===== src/ckp_pkg.sv =====
// package: register map, field positions, reset values and timing constants
package ckp_pkg;
	// ================================================================
	// register map (printed offsets 0x04, 0x05 are not word multiples)
	localparam logic [3:0]  IDX_CTRL2    = 4'h4;
	localparam logic [3:0]  IDX_PWR      = 4'h5;
	localparam logic [3:0]  IDX_IRQ_STAT = 4'h8;
	localparam logic [3:0]  IDX_IRQ_EN   = 4'h9;
	localparam logic [3:0]  IDX_IRQ_CLR  = 4'hA;
	localparam logic [3:0]  IDX_STATUS   = 4'hB;
	localparam logic [3:0]  IDX_CFG      = 4'hC;
	// ================================================================
	// control two field positions
	localparam int TRIG_BIT   = 15;
	localparam int AMP_LSB    = 12;
	localparam int ISTEP_BIT  = 11;
	localparam int TONE_LSB   = 8;
	localparam int DUR_LSB    = 4;
	localparam int LSET_BIT   = 3;
	localparam int RSET_BIT   = 2;
	localparam int PSTEP_BIT  = 1;
	localparam int ISET_BIT   = 0;
	// ================================================================
	// reset values
	localparam logic [2:0]  AMP_RST   = 3'h4;
	localparam logic [2:0]  TONE_RST  = 3'h4;
	localparam logic [3:0]  DUR_RST   = 4'h1;
	localparam logic [9:0]  PWR_RST   = 10'h3FF;
	localparam logic [9:0]  PWR_ALL   = 10'h3FF;
	localparam logic [6:0]  GAIN_RST  = 7'h00;
	// ================================================================
	// power field positions
	localparam int PWR_LSB    = 6;
	localparam int PDAC_IDX   = 4;
	localparam int PADC_IDX   = 3;
	localparam int PSIDE_IDX  = 7;
	localparam int RDONE_BIT  = 5;
	localparam int LDONE_BIT  = 4;
	localparam int RGDONE_BIT = 3;
	localparam int SDONE_BIT  = 2;
	// ================================================================
	// timing: 250 MHz core clock
	localparam int  CLK_HZ      = 250_000_000;
	localparam int  TONE_MAX_HZ = 8000;
	// half period at 8 kHz, in cycles; code c scales by 2**(7-c)
	localparam int  HALF_BASE   = CLK_HZ / (2 * TONE_MAX_HZ);
	localparam int  SETTLE_NS   = 1000;
	localparam int  SETTLE_CYC  = (SETTLE_NS * 250 + 999) / 1000;
	localparam int  SAT_GAIN    = 24;
	// ================================================================
	// interrupt events
	localparam int  EV_CLICK    = 0;
	localparam int  EV_ISET     = 1;
	localparam int  EV_PSET     = 2;
	localparam int  EV_PWR      = 3;
	localparam int  NEV         = 4;
	typedef enum logic [1:0] {CK_IDLE, CK_HIGH, CK_LOW} ckp_click_e;
endpackage


===== src/ckp_gain_stepper.sv =====
// one soft-stepped gain channel paced by a word strobe
`timescale 1ns/1ps
module ckp_gain_stepper (
	// clock and reset
	input  wire logic       core_clk,
	input  wire logic       rst_b,
	// pacing
	input  wire logic       wordStrobe,
	input  wire logic       stepRate,
	// gain
	input  wire logic [6:0] target,
	output logic      [6:0] applied,
	output logic            settled
);
	logic halfPhase;
	wire  stepNow = wordStrobe && (!stepRate || halfPhase);
	wire  atGoal  = applied == target;
	always_ff @(posedge core_clk or negedge rst_b) begin
		if (!rst_b) begin
			halfPhase <= 1'b0;
			applied   <= ckp_pkg::GAIN_RST;
			settled   <= 1'b1;
		end else begin
			if (wordStrobe)
				halfPhase <= !halfPhase;
			if (stepNow && !atGoal)
				applied <= (applied < target) ? applied + 7'h01 : applied - 7'h01;
			settled <= atGoal;
		end
	end
endmodule


===== src/ckp_click_gen.sv =====
// click tone generator: square tone, whole periods, amplitude scaled
`timescale 1ns/1ps
module ckp_click_gen (
	// clock and reset
	input  wire logic       core_clk,
	input  wire logic       rst_b,
	// control
	input  wire logic       start,
	input  wire logic [2:0] ampSel,
	input  wire logic [2:0] toneSel,
	input  wire logic [3:0] durSel,
	// output
	output logic      [7:0] sample,
	output logic            busy,
	output logic            done
);
	ckp_pkg::ckp_click_e state;
	logic [22:0] halfCnt;
	logic [5:0]  periods;
	wire  [22:0] halfLen = 23'(ckp_pkg::HALF_BASE) << (3'h7 - toneSel);
	wire  [5:0]  perLen  = {1'b0, durSel, 1'b0} + 6'h02;
	wire         halfEnd = halfCnt == halfLen - 23'h000001;
	wire  [7:0]  level   = {1'b0, ampSel, 4'hF};
	always_ff @(posedge core_clk or negedge rst_b) begin
		if (!rst_b) begin
			state   <= ckp_pkg::CK_IDLE;
			halfCnt <= 23'h000000;
			periods <= 6'h00;
			sample  <= 8'h00;
			busy    <= 1'b0;
			done    <= 1'b0;
		end else begin
			done    <= 1'b0;
			halfCnt <= halfEnd ? 23'h000000 : halfCnt + 23'h000001;
			case (state)
			ckp_pkg::CK_IDLE: begin
				halfCnt <= 23'h000000;
				periods <= 6'h00;
				sample  <= 8'h00;
				if (start) begin
					state  <= ckp_pkg::CK_HIGH;
					busy   <= 1'b1;
					sample <= level;
				end
			end
			ckp_pkg::CK_HIGH: if (halfEnd) begin
				state  <= ckp_pkg::CK_LOW;
				sample <= 8'h00 - level;
			end
			ckp_pkg::CK_LOW: if (halfEnd) begin
				if (periods == perLen - 6'h01) begin
					state  <= ckp_pkg::CK_IDLE;
					sample <= 8'h00;
					busy   <= 1'b0;
					done   <= 1'b1;
				end else begin
					periods <= periods + 6'h01;
					state   <= ckp_pkg::CK_HIGH;
					sample  <= level;
				end
			end
			default: state <= ckp_pkg::CK_IDLE;
			endcase
		end
	end
endmodule


===== src/ckp_ctrl.sv =====
// click, soft-step and power control register bank with apb slave
//
// Functional notes
// - trigger starts burst, then clears itself
// - amplitude code scales click, reset 100
// - tone code doubles 62.5 Hz to 8 kHz
// - burst is two times code plus two periods
// - input gain steps per strobe or two
// - under agc step bit reads noise flag
// - left/right playback settled flags read only
// - playback gain steps per strobe or two
// - input gain settled flag read only
// - under agc input flag reports saturation
// - ten power bits, 1 powers down, reset 1
// - record converter off-done flag, reset 1
// - playback left/right off-done flags
// - sidetone off-done flag, reset 1
// - all ten set means codec fully down
`timescale 1ns/1ps
module ckp_ctrl (
	// clock and reset
	input  wire logic        core_clk,
	input  wire logic        rst_b,
	// apb slave
	input  wire logic        psel,
	input  wire logic        penable,
	input  wire logic        pwrite,
	input  wire logic [7:0]  paddr,
	input  wire logic [31:0] pwdata,
	output logic      [31:0] prdata,
	output logic             pready,
	output logic             pslverr,
	// word strobes and agc status
	input  wire logic        record_word_strobe,
	input  wire logic        play_word_strobe,
	input  wire logic        agcEnable,
	input  wire logic        belowNoise,
	input  wire logic [6:0]  inputTarget,
	input  wire logic [6:0]  leftTarget,
	input  wire logic [6:0]  rightTarget,
	// analog controls, click sample and interrupt
	output logic      [9:0]  powerOff,
	output logic             codecAllOff,
	output logic      [7:0]  clickSample,
	output logic             irq
);
	// ================================================================
	// registers
	logic        click_trigger;
	logic [2:0]  click_amplitude_sel;
	logic        input_gain_step_rate;
	logic [2:0]  click_tone_sel;
	logic [3:0]  click_duration_sel;
	logic        playback_gain_step_rate;
	logic [9:0]  pwrBits;
	logic [3:0]  offDone;
	logic [ckp_pkg::NEV-1:0] irqStat;
	logic [ckp_pkg::NEV-1:0] irqEn;
	logic [15:0] settleCnt [3:0];
	logic        clickStarted;
	// ================================================================
	// apb decode
	wire  [3:0]  regIdx   = paddr[5:2];
	wire         addrOk   = (paddr[7:6] == 2'h0) && (paddr[1:0] == 2'h0);
	wire         selCtrl2 = addrOk && regIdx == ckp_pkg::IDX_CTRL2;
	wire         selPwr   = addrOk && regIdx == ckp_pkg::IDX_PWR;
	wire         selStat  = addrOk && regIdx == ckp_pkg::IDX_IRQ_STAT;
	wire         selEn    = addrOk && regIdx == ckp_pkg::IDX_IRQ_EN;
	wire         selClr   = addrOk && regIdx == ckp_pkg::IDX_IRQ_CLR;
	wire         selSts   = addrOk && regIdx == ckp_pkg::IDX_STATUS;
	wire         mapped   = selCtrl2 | selPwr | selStat | selEn | selClr | selSts;
	wire         access   = psel && penable && !pready;
	wire         wrStb    = psel && penable && pready && pwrite && mapped;
	wire         wrCtrl2  = wrStb && selCtrl2;
	wire         wrPwr    = wrStb && selPwr;
	// ================================================================
	// gain steppers
	logic [6:0]  inputApplied;
	logic [6:0]  leftApplied;
	logic        input_gain_settled;
	logic        left_gain_settled;
	logic        right_gain_settled;
	ckp_gain_stepper uInGain (
		.core_clk   (core_clk),
		.rst_b      (rst_b),
		.wordStrobe (record_word_strobe),
		.stepRate   (input_gain_step_rate),
		.target     (inputTarget),
		.applied    (inputApplied),
		.settled    (input_gain_settled)
	);
	ckp_gain_stepper uLeftGain (
		.core_clk   (core_clk),
		.rst_b      (rst_b),
		.wordStrobe (play_word_strobe),
		.stepRate   (playback_gain_step_rate),
		.target     (leftTarget),
		.applied    (leftApplied),
		.settled    (left_gain_settled)
	);
	ckp_gain_stepper uRightGain (
		.core_clk   (core_clk),
		.rst_b      (rst_b),
		.wordStrobe (play_word_strobe),
		.stepRate   (playback_gain_step_rate),
		.target     (rightTarget),
		.applied    (),
		.settled    (right_gain_settled)
	);
	// ================================================================
	// click generator
	logic        clickBusy;
	logic        clickDone;
	logic [7:0]  clickOut;
	wire         clickStart = click_trigger && !clickBusy && !clickStarted;
	ckp_click_gen uClick (
		.core_clk (core_clk),
		.rst_b    (rst_b),
		.start    (clickStart),
		.ampSel   (click_amplitude_sel),
		.toneSel  (click_tone_sel),
		.durSel   (click_duration_sel),
		.sample   (clickOut),
		.busy     (clickBusy),
		.done     (clickDone)
	);
	// ================================================================
	// agc views of shared bits
	wire         saturated = inputApplied >= 7'(ckp_pkg::SAT_GAIN);
	wire         stepRead  = agcEnable ? belowNoise : input_gain_step_rate;
	wire         isetRead  = agcEnable ? saturated : input_gain_settled;
	wire  [15:0] ctrl2Read = {click_trigger, click_amplitude_sel, stepRead,
		click_tone_sel, click_duration_sel, left_gain_settled, right_gain_settled,
		playback_gain_step_rate, isetRead};
	wire  [15:0] pwrRead   = {pwrBits, offDone, 2'h0};
	wire  [15:0] stsRead   = {13'h0000, clickBusy, codecAllOff, irq};
	wire  [31:0] rdMux     = selCtrl2 ? {16'h0000, ctrl2Read} :
		selPwr  ? {16'h0000, pwrRead} :
		selStat ? {28'h0000000, irqStat} :
		selEn   ? {28'h0000000, irqEn} :
		selSts  ? {16'h0000, stsRead} : 32'h00000000;
	// ================================================================
	// off-done tracking: each section settles after a fixed delay
	// index 3 record conv, 2 left, 1 right, 0 sidetone
	wire  [3:0]  offReq = {pwrBits[ckp_pkg::PADC_IDX], pwrBits[ckp_pkg::PDAC_IDX],
		pwrBits[ckp_pkg::PDAC_IDX], pwrBits[ckp_pkg::PSIDE_IDX]};
	wire  [3:0]  offHit;
	genvar g;
	generate
		for (g = 0; g < 4; g++) begin : gOff
			assign offHit[g] = offReq[g] && !offDone[g] &&
				settleCnt[g] == 16'(ckp_pkg::SETTLE_CYC);
			always_ff @(posedge core_clk or negedge rst_b) begin
				if (!rst_b) begin
					settleCnt[g] <= 16'h0000;
					offDone[g]   <= 1'b1;
				end else if (!offReq[g]) begin
					settleCnt[g] <= 16'h0000;
					offDone[g]   <= 1'b0;
				end else if (!offDone[g]) begin
					settleCnt[g] <= settleCnt[g] + 16'h0001;
					offDone[g]   <= offHit[g];
				end
			end
		end
	endgenerate
	// ================================================================
	// interrupt events
	logic        isetPrev;
	logic        psetPrev;
	wire         psetNow = left_gain_settled && right_gain_settled;
	wire  [ckp_pkg::NEV-1:0] events = {|offHit, psetNow && !psetPrev,
		input_gain_settled && !isetPrev, clickDone};
	wire  [ckp_pkg::NEV-1:0] clrMask = (wrStb && selClr) ?
		pwdata[ckp_pkg::NEV-1:0] : '0;
	// ================================================================
	// register updates
	always_ff @(posedge core_clk or negedge rst_b) begin
		if (!rst_b) begin
			click_trigger           <= 1'b0;
			click_amplitude_sel     <= ckp_pkg::AMP_RST;
			input_gain_step_rate    <= 1'b0;
			click_tone_sel          <= ckp_pkg::TONE_RST;
			click_duration_sel      <= ckp_pkg::DUR_RST;
			playback_gain_step_rate <= 1'b0;
			pwrBits                 <= ckp_pkg::PWR_RST;
			clickStarted            <= 1'b0;
		end else begin
			if (clickStart)
				clickStarted <= 1'b1;
			if (wrCtrl2) begin
				click_trigger           <= pwdata[ckp_pkg::TRIG_BIT];
				click_amplitude_sel     <= pwdata[ckp_pkg::AMP_LSB +: 3];
				click_tone_sel          <= pwdata[ckp_pkg::TONE_LSB +: 3];
				click_duration_sel      <= pwdata[ckp_pkg::DUR_LSB +: 4];
				playback_gain_step_rate <= pwdata[ckp_pkg::PSTEP_BIT];
				if (!agcEnable)
					input_gain_step_rate <= pwdata[ckp_pkg::ISTEP_BIT];
			end
			if (clickDone) begin
				click_trigger <= 1'b0;
				clickStarted  <= 1'b0;
			end
			if (wrPwr)
				pwrBits <= pwdata[ckp_pkg::PWR_LSB +: 10];
		end
	end
	always_ff @(posedge core_clk or negedge rst_b) begin
		if (!rst_b) begin
			irqStat  <= '0;
			irqEn    <= '0;
			isetPrev <= 1'b1;
			psetPrev <= 1'b1;
		end else begin
			irqStat  <= (irqStat & ~clrMask) | events;
			isetPrev <= input_gain_settled;
			psetPrev <= psetNow;
			if (wrStb && selEn)
				irqEn <= pwdata[ckp_pkg::NEV-1:0];
		end
	end
	// ================================================================
	// bus answer and registered outputs
	always_ff @(posedge core_clk or negedge rst_b) begin
		if (!rst_b) begin
			prdata      <= 32'h00000000;
			pready      <= 1'b0;
			pslverr     <= 1'b0;
			powerOff    <= ckp_pkg::PWR_RST;
			codecAllOff <= 1'b1;
			clickSample <= 8'h00;
			irq         <= 1'b0;
		end else begin
			pready      <= access;
			pslverr     <= access && !mapped;
			prdata      <= (access && !pwrite) ? rdMux : 32'h00000000;
			powerOff    <= pwrBits;
			codecAllOff <= pwrBits == ckp_pkg::PWR_ALL;
			clickSample <= clickOut;
			irq         <= |(irqStat & irqEn);
		end
	end
	// ================================================================
	// assertions
	AST_TRIG_CLEARS: assert property (@(posedge core_clk) disable iff (!rst_b)
		clickDone |=> !click_trigger)
		else $error("trigger not cleared after burst");
	AST_ALL_OFF: assert property (@(posedge core_clk) disable iff (!rst_b)
		(pwrBits == 10'h3FF) |=> codecAllOff)
		else $error("codec not reported fully down");
	AST_PWR_OUT: assert property (@(posedge core_clk) disable iff (!rst_b)
		wrPwr |=> ##1 (powerOff == $past(pwdata[15:6], 2)))
		else $error("power bits not driven out");
	AST_STEP_RO: assert property (@(posedge core_clk) disable iff (!rst_b)
		(wrCtrl2 && agcEnable) |=> $stable(input_gain_step_rate))
		else $error("step bit written under agc");
	AST_NOISE_READ: assert property (@(posedge core_clk) disable iff (!rst_b)
		(access && !pwrite && selCtrl2 && agcEnable) |=> prdata[11] == $past(belowNoise))
		else $error("noise flag not shown");
	AST_SAT_READ: assert property (@(posedge core_clk) disable iff (!rst_b)
		(access && !pwrite && selCtrl2 && agcEnable)
		|=> prdata[0] == ($past(inputApplied) >= 7'd24))
		else $error("saturation flag not shown");
	AST_SETTLED: assert property (@(posedge core_clk) disable iff (!rst_b)
		(leftTarget == 7'h00 && left_gain_settled) |-> ctrl2Read[3])
		else $error("left settled flag not shown");
	AST_DONE_CLEAR: assert property (@(posedge core_clk) disable iff (!rst_b)
		!pwrBits[3] |=> !offDone[3])
		else $error("record off-done not cleared on power up");
	AST_BUSY_DONE: assert property (@(posedge core_clk) disable iff (!rst_b)
		clickDone |-> !clickBusy && clickOut == 8'h00 && $past(clickOut[7]))
		else $error("click ended off a period boundary");
	AST_TRIG_HOLD: assert property (@(posedge core_clk) disable iff (!rst_b)
		(click_trigger && !clickDone && !wrCtrl2)
		|=> click_trigger)
		else $error("trigger dropped before burst end");
	AST_START_BUSY: assert property (@(posedge core_clk) disable iff (!rst_b)
		clickStart
		|=> clickBusy)
		else $error("trigger did not start a burst");
	AST_CLICK_HIGH: assert property (@(posedge core_clk) disable iff (!rst_b)
		$rose(clickBusy)
		|-> clickOut == {1'b0, click_amplitude_sel, 4'hF})
		else $error("click high level wrong");
	AST_CLICK_LOW: assert property (@(posedge core_clk) disable iff (!rst_b)
		($rose(clickOut[7]) && clickBusy)
		|-> clickOut == 8'h00 - $past(clickOut))
		else $error("click low level wrong");
	AST_SAMPLE_IDLE: assert property (@(posedge core_clk) disable iff (!rst_b)
		!clickBusy
		|-> clickOut == 8'h00)
		else $error("click output not quiet when idle");
	AST_IN_HOLD: assert property (@(posedge core_clk) disable iff (!rst_b)
		!record_word_strobe
		|=> $stable(inputApplied))
		else $error("input gain moved without strobe");
	AST_IN_FAST: assert property (@(posedge core_clk) disable iff (!rst_b)
		(record_word_strobe && !input_gain_step_rate && inputApplied < inputTarget)
		|=> inputApplied == $past(inputApplied) + 7'h01)
		else $error("input gain missed a step");
	AST_LEFT_HOLD: assert property (@(posedge core_clk) disable iff (!rst_b)
		!play_word_strobe
		|=> $stable(leftApplied))
		else $error("left gain moved without strobe");
	AST_LEFT_FAST: assert property (@(posedge core_clk) disable iff (!rst_b)
		(play_word_strobe && !playback_gain_step_rate && leftApplied < leftTarget)
		|=> leftApplied == $past(leftApplied) + 7'h01)
		else $error("left gain missed a step");
	AST_READ_FLAGS: assert property (@(posedge core_clk) disable iff (!rst_b)
		(access && !pwrite && selCtrl2)
		|=> prdata[3:2] == $past({left_gain_settled, right_gain_settled}))
		else $error("playback settled flags not read back");
	AST_ISET_READ: assert property (@(posedge core_clk) disable iff (!rst_b)
		(access && !pwrite && selCtrl2 && !agcEnable)
		|=> prdata[0] == $past(input_gain_settled))
		else $error("input settled flag not read back");
	AST_PWR_HOLD: assert property (@(posedge core_clk) disable iff (!rst_b)
		!wrPwr
		|=> $stable(pwrBits))
		else $error("power bits changed without a write");
	AST_DONE_SET: assert property (@(posedge core_clk) disable iff (!rst_b)
		$rose(offDone[3])
		|-> $past(settleCnt[3]) == 16'(ckp_pkg::SETTLE_CYC))
		else $error("record off-done set early");
	AST_DAC_DONE: assert property (@(posedge core_clk) disable iff (!rst_b)
		!pwrBits[ckp_pkg::PDAC_IDX]
		|=> !offDone[2] && !offDone[1])
		else $error("playback off-done not cleared on power up");
	AST_SIDE_DONE: assert property (@(posedge core_clk) disable iff (!rst_b)
		!pwrBits[ckp_pkg::PSIDE_IDX]
		|=> !offDone[0])
		else $error("sidetone off-done not cleared on power up");
	AST_NOT_ALL: assert property (@(posedge core_clk) disable iff (!rst_b)
		(pwrBits != ckp_pkg::PWR_ALL)
		|=> !codecAllOff)
		else $error("codec reported down while a section is up");
	AST_READY_PULSE: assert property (@(posedge core_clk) disable iff (!rst_b)
		pready
		|=> !pready)
		else $error("ready held longer than one cycle");
	AST_ERR_READY: assert property (@(posedge core_clk) disable iff (!rst_b)
		pslverr
		|-> pready)
		else $error("error raised without ready");
endmodule


===== config.mk =====
export PLATFORM = sky130hd
export DESIGN_NAME = ckp_ctrl
export DESIGN_NICKNAME = d
export VERILOG_FILES = /design/src/ckp_pkg.sv /design/src/ckp_gain_stepper.sv /design/src/ckp_click_gen.sv /design/src/ckp_ctrl.sv
export SDC_FILE = /design/constraint.sdc
export NUM_CORES = 1
export LEC_CHECK = 0
export BUFFER_PORTS_ARGS = -buffer_cell sky130_fd_sc_hd__buf_2
export CORE_UTILIZATION = 60
export CTS_BUF_LIST = sky130_fd_sc_hd__clkbuf_8
export DETAILED_ROUTE_END_ITERATION = 6
export GPL_TIMING_DRIVEN = 0
export MAX_ROUTING_LAYER = met4
export PLACE_DENSITY = 0.81
export SYNTH_ARGS = -nofsm -noshare
export SYNTH_HDL_FRONTEND = slang
export SYNTH_SLANG_ARGS = --single-unit

===== constraint.sdc =====
create_clock -name core_clk -period 8.6 [get_ports core_clk]
set_clock_uncertainty 0.05 [all_clocks]
set_input_delay 1.29 -clock core_clk [delete_from_list [all_inputs] [get_ports core_clk]]
set_output_delay 1.29 -clock core_clk [all_outputs]
set_load 0.005 [all_outputs]

==> results of run 1 <==
## layout by cell type, fill, tap and decap left out, types with 5 or more instances in the layout
master	count
a21oi_1	25
xor2_1	29
nand2_1	99
dfstp_2	33
o21bai_1	6
inv_1	71
nor3_1	12
conb_1	16
or4_1	5
clkbuf_8	47
and2_1	52
nand2b_1	12
nor2b_1	12
a21o_1	18
nor4b_1	5
mux2_2	29
and3_1	11
mux2i_1	29
nand4_1	27
buf_2	98
nor2_1	91
nand4b_1	5
o21ai_0	54
nand3_1	48
o221ai_1	5
ha_1	57
o211ai_1	9
a21boi_0	15
nor4_1	16
xnor2_1	75
clkbuf_1	31
buf_4	19
dfrtp_1	171
or3_1	19
## worst paths after layout
kind                                           to  slack (ps)  cells past startpoint
max in group asynchronous       uLeftGain.settled        6720                      2
worst max register to register   uClick.sample[6]        4630                     11
worst min register to register        powerOff[0]         320                      0
min in group asynchronous           settleCnt[43]         810                      1
worst min-delay path                  powerOff[0]         320                      0
worst max-delay path             uClick.sample[6]        4630                     11
## power by group through the flow
| stage | Sequential [mW] | Combinational (mW) | Clock, mW |
|---|---|---|---|
| after floorplan | 1.12 | 0.600 | 0 |
| after global placement | 1.14 | 0.721 | 0 |
| after detailed placement | 1.15 | 0.765 | 0 |
| after CTS | 1.13 | 0.769 | 0.906 |
| after global routing | 1.14 | 0.881 | 0.952 |
| final | 1.13 | 0.765 | 0.886 |
## registers in the layout, summed over array words and instances, names as in the netlist, 6 cells and up
name / cells
uClick.sample: 6
uInGain.applied: 7
uClick.periods: 6
pwrBits: 10
powerOff: 10
uClick.halfCnt: 23
uLeftGain.applied: 7
prdata: 16
clickSample: 6
settleCnt: 64
uRightGain.applied: 7
## layout make-up
class                      instances  area (um2)  share of cell area, %
clock buffer                      47       646.9                  4.973
inverter                          56       210.2                  1.616
clock inverter                    20       83.83                 0.6445
timing repair buffer              90       483.0                  3.713
multi-input combinational        847        5816                  44.71
buffer                            62       324.1                  2.491
antenna                            2       5.005                0.03848
sequential                       204        5146                  39.56
tap                              234       292.8                  2.251
## routing by layer
metal	GRT usage [%]	vias up	wire length, um
li1	-	4272	-
met1	36.04	4360	11240
met2	44.61	222	12220
met3	4.410	54	1160
met4	9.832	0	675
met5	-	-	0
## logic make-up after synthesis
kind of cell             after synthesis  synth area share, %
AO/OA/AOI/OAI                        175                10.48
AND/OR/NAND/NOR                      433                19.63
multiplexers                          58                5.392
other                                  1              0.03278
flip-flops                           204                44.99
buffers and inverters                118                4.670
adder cells (fa/ha/maj)               61                6.847
XOR/XNOR                             104                7.962
## worst max-delay path: stages, from the launching register on
cell,delay (ps)
dfrtp_1,450
buf_2,220
inv_1,210
ha_1,200
buf_2,220
nor4b_1,80
o22ai_1,430
o21bai_1,170
a2111oi_1,580
nor3_1,250
o41ai_4,590
mux2_2,390
## stage by stage
stage          utilization [%]  instances  instance area [um2]  hold WS (ps)
3_5_place_dp             65.61       1493                12270         312.3
6_report                 69.54       1562                13010         324.4
4_1_cts                  69.51       1560                13000         327.2
2_1_floorplan                -       1169                11500         300.1
3_3_place_gp             65.40       1492                12230         309.3
5_1_grt                  69.54       1562                13010         336.2
==> flow_summary.yaml, run 1 <==
run_status:
  outcome: "finished, final reports clean"
place:
  gp_congestion: 0.9457
  io_buffers: 89
  dp_slack_ps: 4480
  dpl.hpwl_um: 18210
timing:
  max_freq_mhz: 251.9
  final_max_slew_viol_count: 0
  layout_min_cycle_time_ps: 3969
  tns_ps: 0
  period_share_pct: 46.15
  setup_viol: 0
  slew_headroom_pct: 10.09
  finalWorstSetupSlack_ps: 4631
  rsz0062_at_grt: "no"
  tightest_slew_ps: 1338
  finalHoldViolations: 0
detailed_routing:
  first_pass_iters: 4
  final_antenna_net_count: 0
  drc: 0
  routed_wl_um: 25290
  vias: 8908
  via_per_inst: 5.703
  wl_per_cell_um: 16.19
  drt-initial-drc-count: 638
critical_path:
  startpoint_type: "flip-flop"
  worstSetupStartpoint: "click_tone_sel[0]"
  r2r-start: "click_tone_sel[0]"
  crit_path_end_kind: "flip-flop"
  required_ps: 8940
  cp_max_fo: 10
  criticalPathCategory: "reg -> reg"
  arrival_ps: 4310
yosys:
  synth_ff_type: "dfrtp_1"
  seq_area_frac_synth_pct: 44.99
  synth_top_area_share_pct: 37.41
  yosysTopAreaCell: "dfrtp_1"
  synth.distinct_cells: 71
  netlist_instances: 1154
  async_reset_ff_share_pct: 100.0
  yosys-top-cells-area: "dfrtp_1, dfstp_2, ha_1"
  synth_area_um2: 11440
  synth.most_common_cell: "dfrtp_1"
  yosysWarnings: 0
  avgSynthCellArea_um2: 9.913
  yosys-top-cells-count: "dfrtp_1, nand2_1, nor2_1"
  synth-edff-count: 0
  ys_ff_latch: 204
pwr:
  power.total_mw: 2.782
  pwr-share-comb_pct: 27.5
  switching_power_uw: 880.5
  power.density_nw_per_um2: 213.9
  sequentialPowerShare_pct: 40.7
  ir_drop_mv: 0.2141
  swShare_pct: 31.64
  p_int_mw: 1.902
  p_leak_nw: 6.183
  clkPwrFrac_pct: 31.9
job:
  max-cap-violations: 0
clock_tree:
  post_cts_buffers: 0
  cts_hold_buf: 0
  cts_resized: 0
  cts_buffers: 37
  clock-sinks: 204
  clkLatencyLatePin_ps: 530
  clockRootBuffer: "clkbuf_8"
  cts_tree: "done"
  path_clk_slew_ps: 60
  cts_buffer_depth: 3
  h-tree-depth: 2
grt:
  grtUsageTotal_pct: 27.84
  grt_pass1_wl_um: 42790
  grt_antenna_before_repair: 2
  grt_pass1_vias: 8898
  grt_remaining_overflow: 0
  grt_max_degree: 121
layout:
  fill_cells: 1434
  drive_above_1_share_pct: 18.25
  syn_to_final_growth_pct: 13.70
  nNetsFinal: 1428
floorplanning:
  fp-row-count: 50
  fp.coreArea_um2: 18710
  dieArea_um2: 19620
  pin_count: 124
  die_h_um: 140.1
  start_util_pct: 61.16
  die_w_um: 140.1
worst_hold_path:
  min_from: "pwrBits[0]"
  min_path_type: "reg -> reg"
Power figures use the tool's default switching activity.
==> inputs of run 2 (changes only) <==
--- a/config.mk
+++ b/config.mk
@@ -6,12 +6,12 @@
 export NUM_CORES = 1
 export LEC_CHECK = 0
 export BUFFER_PORTS_ARGS = -buffer_cell sky130_fd_sc_hd__buf_2
-export CORE_UTILIZATION = 60
+export CORE_UTILIZATION = 55
 export CTS_BUF_LIST = sky130_fd_sc_hd__clkbuf_8
 export DETAILED_ROUTE_END_ITERATION = 6
 export GPL_TIMING_DRIVEN = 0
 export MAX_ROUTING_LAYER = met4
-export PLACE_DENSITY = 0.81
+export PLACE_DENSITY = 0.78
 export SYNTH_ARGS = -nofsm -noshare
 export SYNTH_HDL_FRONTEND = slang
 export SYNTH_SLANG_ARGS = --single-unit
==> constraint.sdc (replaced) <==
create_clock -name core_clk -period 3.4 [get_ports core_clk]
set_clock_uncertainty 0.05 [all_clocks]
set_input_delay 0.51 -clock core_clk [delete_from_list [all_inputs] [get_ports core_clk]]
set_output_delay 0.51 -clock core_clk [all_outputs]
set_load 0.005 [all_outputs]
==> run 2 against run 1 <==
The flow now finishes with violations (setup timing); first-iteration DRC count up 2.5%; maximum frequency increased by 16%; cell count up 3.1%; worst setup slack lost 4700 ps; sequential power rose to 2.5 times the previous value; power rose to 2.6 times the previous value; sequential cell count is the same; die area up 9.0%; non-clock buffer count rose by 17; sequential share of layout area down 1.0 points; utilization shrank 3.7 points.
==> flow_summary.yaml, run 2 (same netlist as run 1, synthesis figures left out) <==
critical_path:
  required_ps: 3740
  criticalPathCategory: "reg -> reg"
  reg2reg_depth: 11
  arrival_ps: 3770
  cp_max_fo: 10
  r2r-start: "click_tone_sel[0]"
  crit_path_end_kind: "flip-flop"
  startpoint_type: "flip-flop"
  r2r_slack_ps: -30
  reg2reg_to: "uClick.sample[4]"
grt:
  grt_max_degree: 128
  grtUsageTotal_pct: 24.85
  grt_antenna_before_repair: 0
  grt_pass1_vias: 8543
  grt_pass1_wl_um: 41970
  grt_remaining_overflow: 0
detailed_routing:
  drt-initial-drc-count: 654
  routed_wl_um: 25470
  drc: 0
  final_antenna_net_count: 0
  via_per_inst: 5.511
  vias: 8879
  first_pass_iters: 5
  wl_per_cell_um: 15.81
timing:
  max_freq_mhz: 291.6
  final_max_slew_viol_count: 0
  slew_headroom_pct: 19.22
  whs_ps: 124.6
  layout_min_cycle_time_ps: 3430
  setup_viol: 4
  period_share_pct: 100.9
  finalHoldViolations: 0
  rsz0062_at_grt: "yes"
  tightest_slew_ps: 1202
  tns_ps: -86.38
  finalWorstSetupSlack_ps: -29.85
run_status:
  failed_checks: "setup timing"
  outcome: "finished, violations left"
worst_hold_path:
  holdPathEnd: "uInGain.halfPhase"
  min_delay_path_depth: 2
  min_path_type: "in -> reg"
  min_from: "record_word_strobe"
floorplanning:
  pin_count: 124
  die_h_um: 146.2
  fp-row-count: 52
  dieArea_um2: 21380
  fp.coreArea_um2: 20300
  die_w_um: 146.2
  start_util_pct: 56.35
place:
  gp_congestion: 0.8734
  post_dp_cell_area_um2: 12320
  io_buffers: 89
  dpl.hpwl_um: 17940
layout:
  reg.largest.list: "settleCnt x64, uClick.halfCnt x23, prdata x16"
  largest_reg_flops: 64
  regMostFlops: "settleCnt"
  finalInstanceArea_um2: 13370
  final_common_cell: "dfrtp_1"
  nNetsFinal: 1444
  drive_above_1_share_pct: 20.81
  syn_to_final_growth_pct: 16.83
  antennaDiodeCount: 0
  layout_common_cells: "dfrtp_1, nand2_1, buf_2"
clock_tree:
  cts_buffers: 36
  clkLatencyLatePin_ps: 530
  cts_tree: "done"
  h-tree-depth: 2
  clockRootBuffer: "clkbuf_8"
  clock-sinks: 204
  path_clk_slew_ps: 70
  cts_buffer_depth: 3
pwr:
  p_leak_nw: 6.253
  ir_drop_mv: 0.4657
  power.density_nw_per_um2: 537.1
job:
  max-cap-violations: 0
## run 2: changes by cell type in the layout (fill, tap and decap cells not counted), sizes merged
cell         change
bufinv           +2
dlygate4sd3      +1
buf             +17
diode            -2
inv              -3
clkinvlp         +2
clkbuf           -4
## run 2: routing by layer
layer | part of all wire, % | GRT usage (%)
met5 | 0 | -
met2 | 48 | 39.67
met1 | 45 | 32.75
met3 | 4.4 | 3.438
met4 | 2.6 | 8.229
## run 2: area by class of cell
cell class | count | area [um2]
plain buffers | 61 | 346.6
clock buffers | 44 | 605.6
clock inverters | 21 | 145.1
fillers | 1646 | 6934
inverters | 56 | 217.7
multi-input cells | 847 | 5943
flip-flops and latches | 204 | 5149
well taps | 270 | 337.8
repair buffers | 108 | 620.6
## run 2: metrics by stage
stage / power [mW] / util [%] / cells / setup WS, ps
after CTS: 7.220 / 65.06 / 1602 / -10.41
after detailed placement: 4.835 / 60.68 / 1529 / -506.2
after floorplan: 4.356 / - / 1169 / 11.55
final: 7.178 / 65.84 / 1611 / -29.85
after global routing: 7.674 / 65.84 / 1611 / -125.1
after global placement: 4.717 / 60.49 / 1528 / -1590
## run 2: what timing repair did
item	4_1_cts	5_1_grt
hold endpoints to repair	70	0
setup buffers	7	10
endpoints found under the setup margin	39	38
hold buffers	1	0
gates resized for setup	17	21
pin swaps	3	12
## run 2: worst max-delay path by stage
stage | startpoint | to | slack (ps) | depth (start not counted)
after floorplan | click_tone_sel[0] | uClick.sample[0] | 10 | 10
after global placement | rst_b | uInGain.applied[1] | -1590 | 1
after detailed placement | click_tone_sel[0] | uClick.sample[6] | -510 | 11
after CTS | click_tone_sel[0] | uClick.sample[4] | -10 | 11
after global routing | click_tone_sel[0] | uClick.sample[4] | -130 | 11
final | click_tone_sel[0] | uClick.sample[4] | -30 | 11
## run 2: report_power, final
| group | internal (mW) | switching (mW) |
|---|---|---|
| Sequential | 2.65 | 0.201 |
| Clock | 1.33 | 0.998 |
| Combinational | 0.959 | 1.04 |
| Total | 4.94 | 2.24 |
## run 2: critical path, cell delays in order, from the launching register on
cell and delay (ps):
dfrtp_2 420, buf_4 160, ha_1 210, buf_6 150
nor4b_4 290, mux2i_2 120, or4_4 590, a2111oi_4 320
nand4_1 220, o41ai_4 240, buf_4 190, mux2_2 330
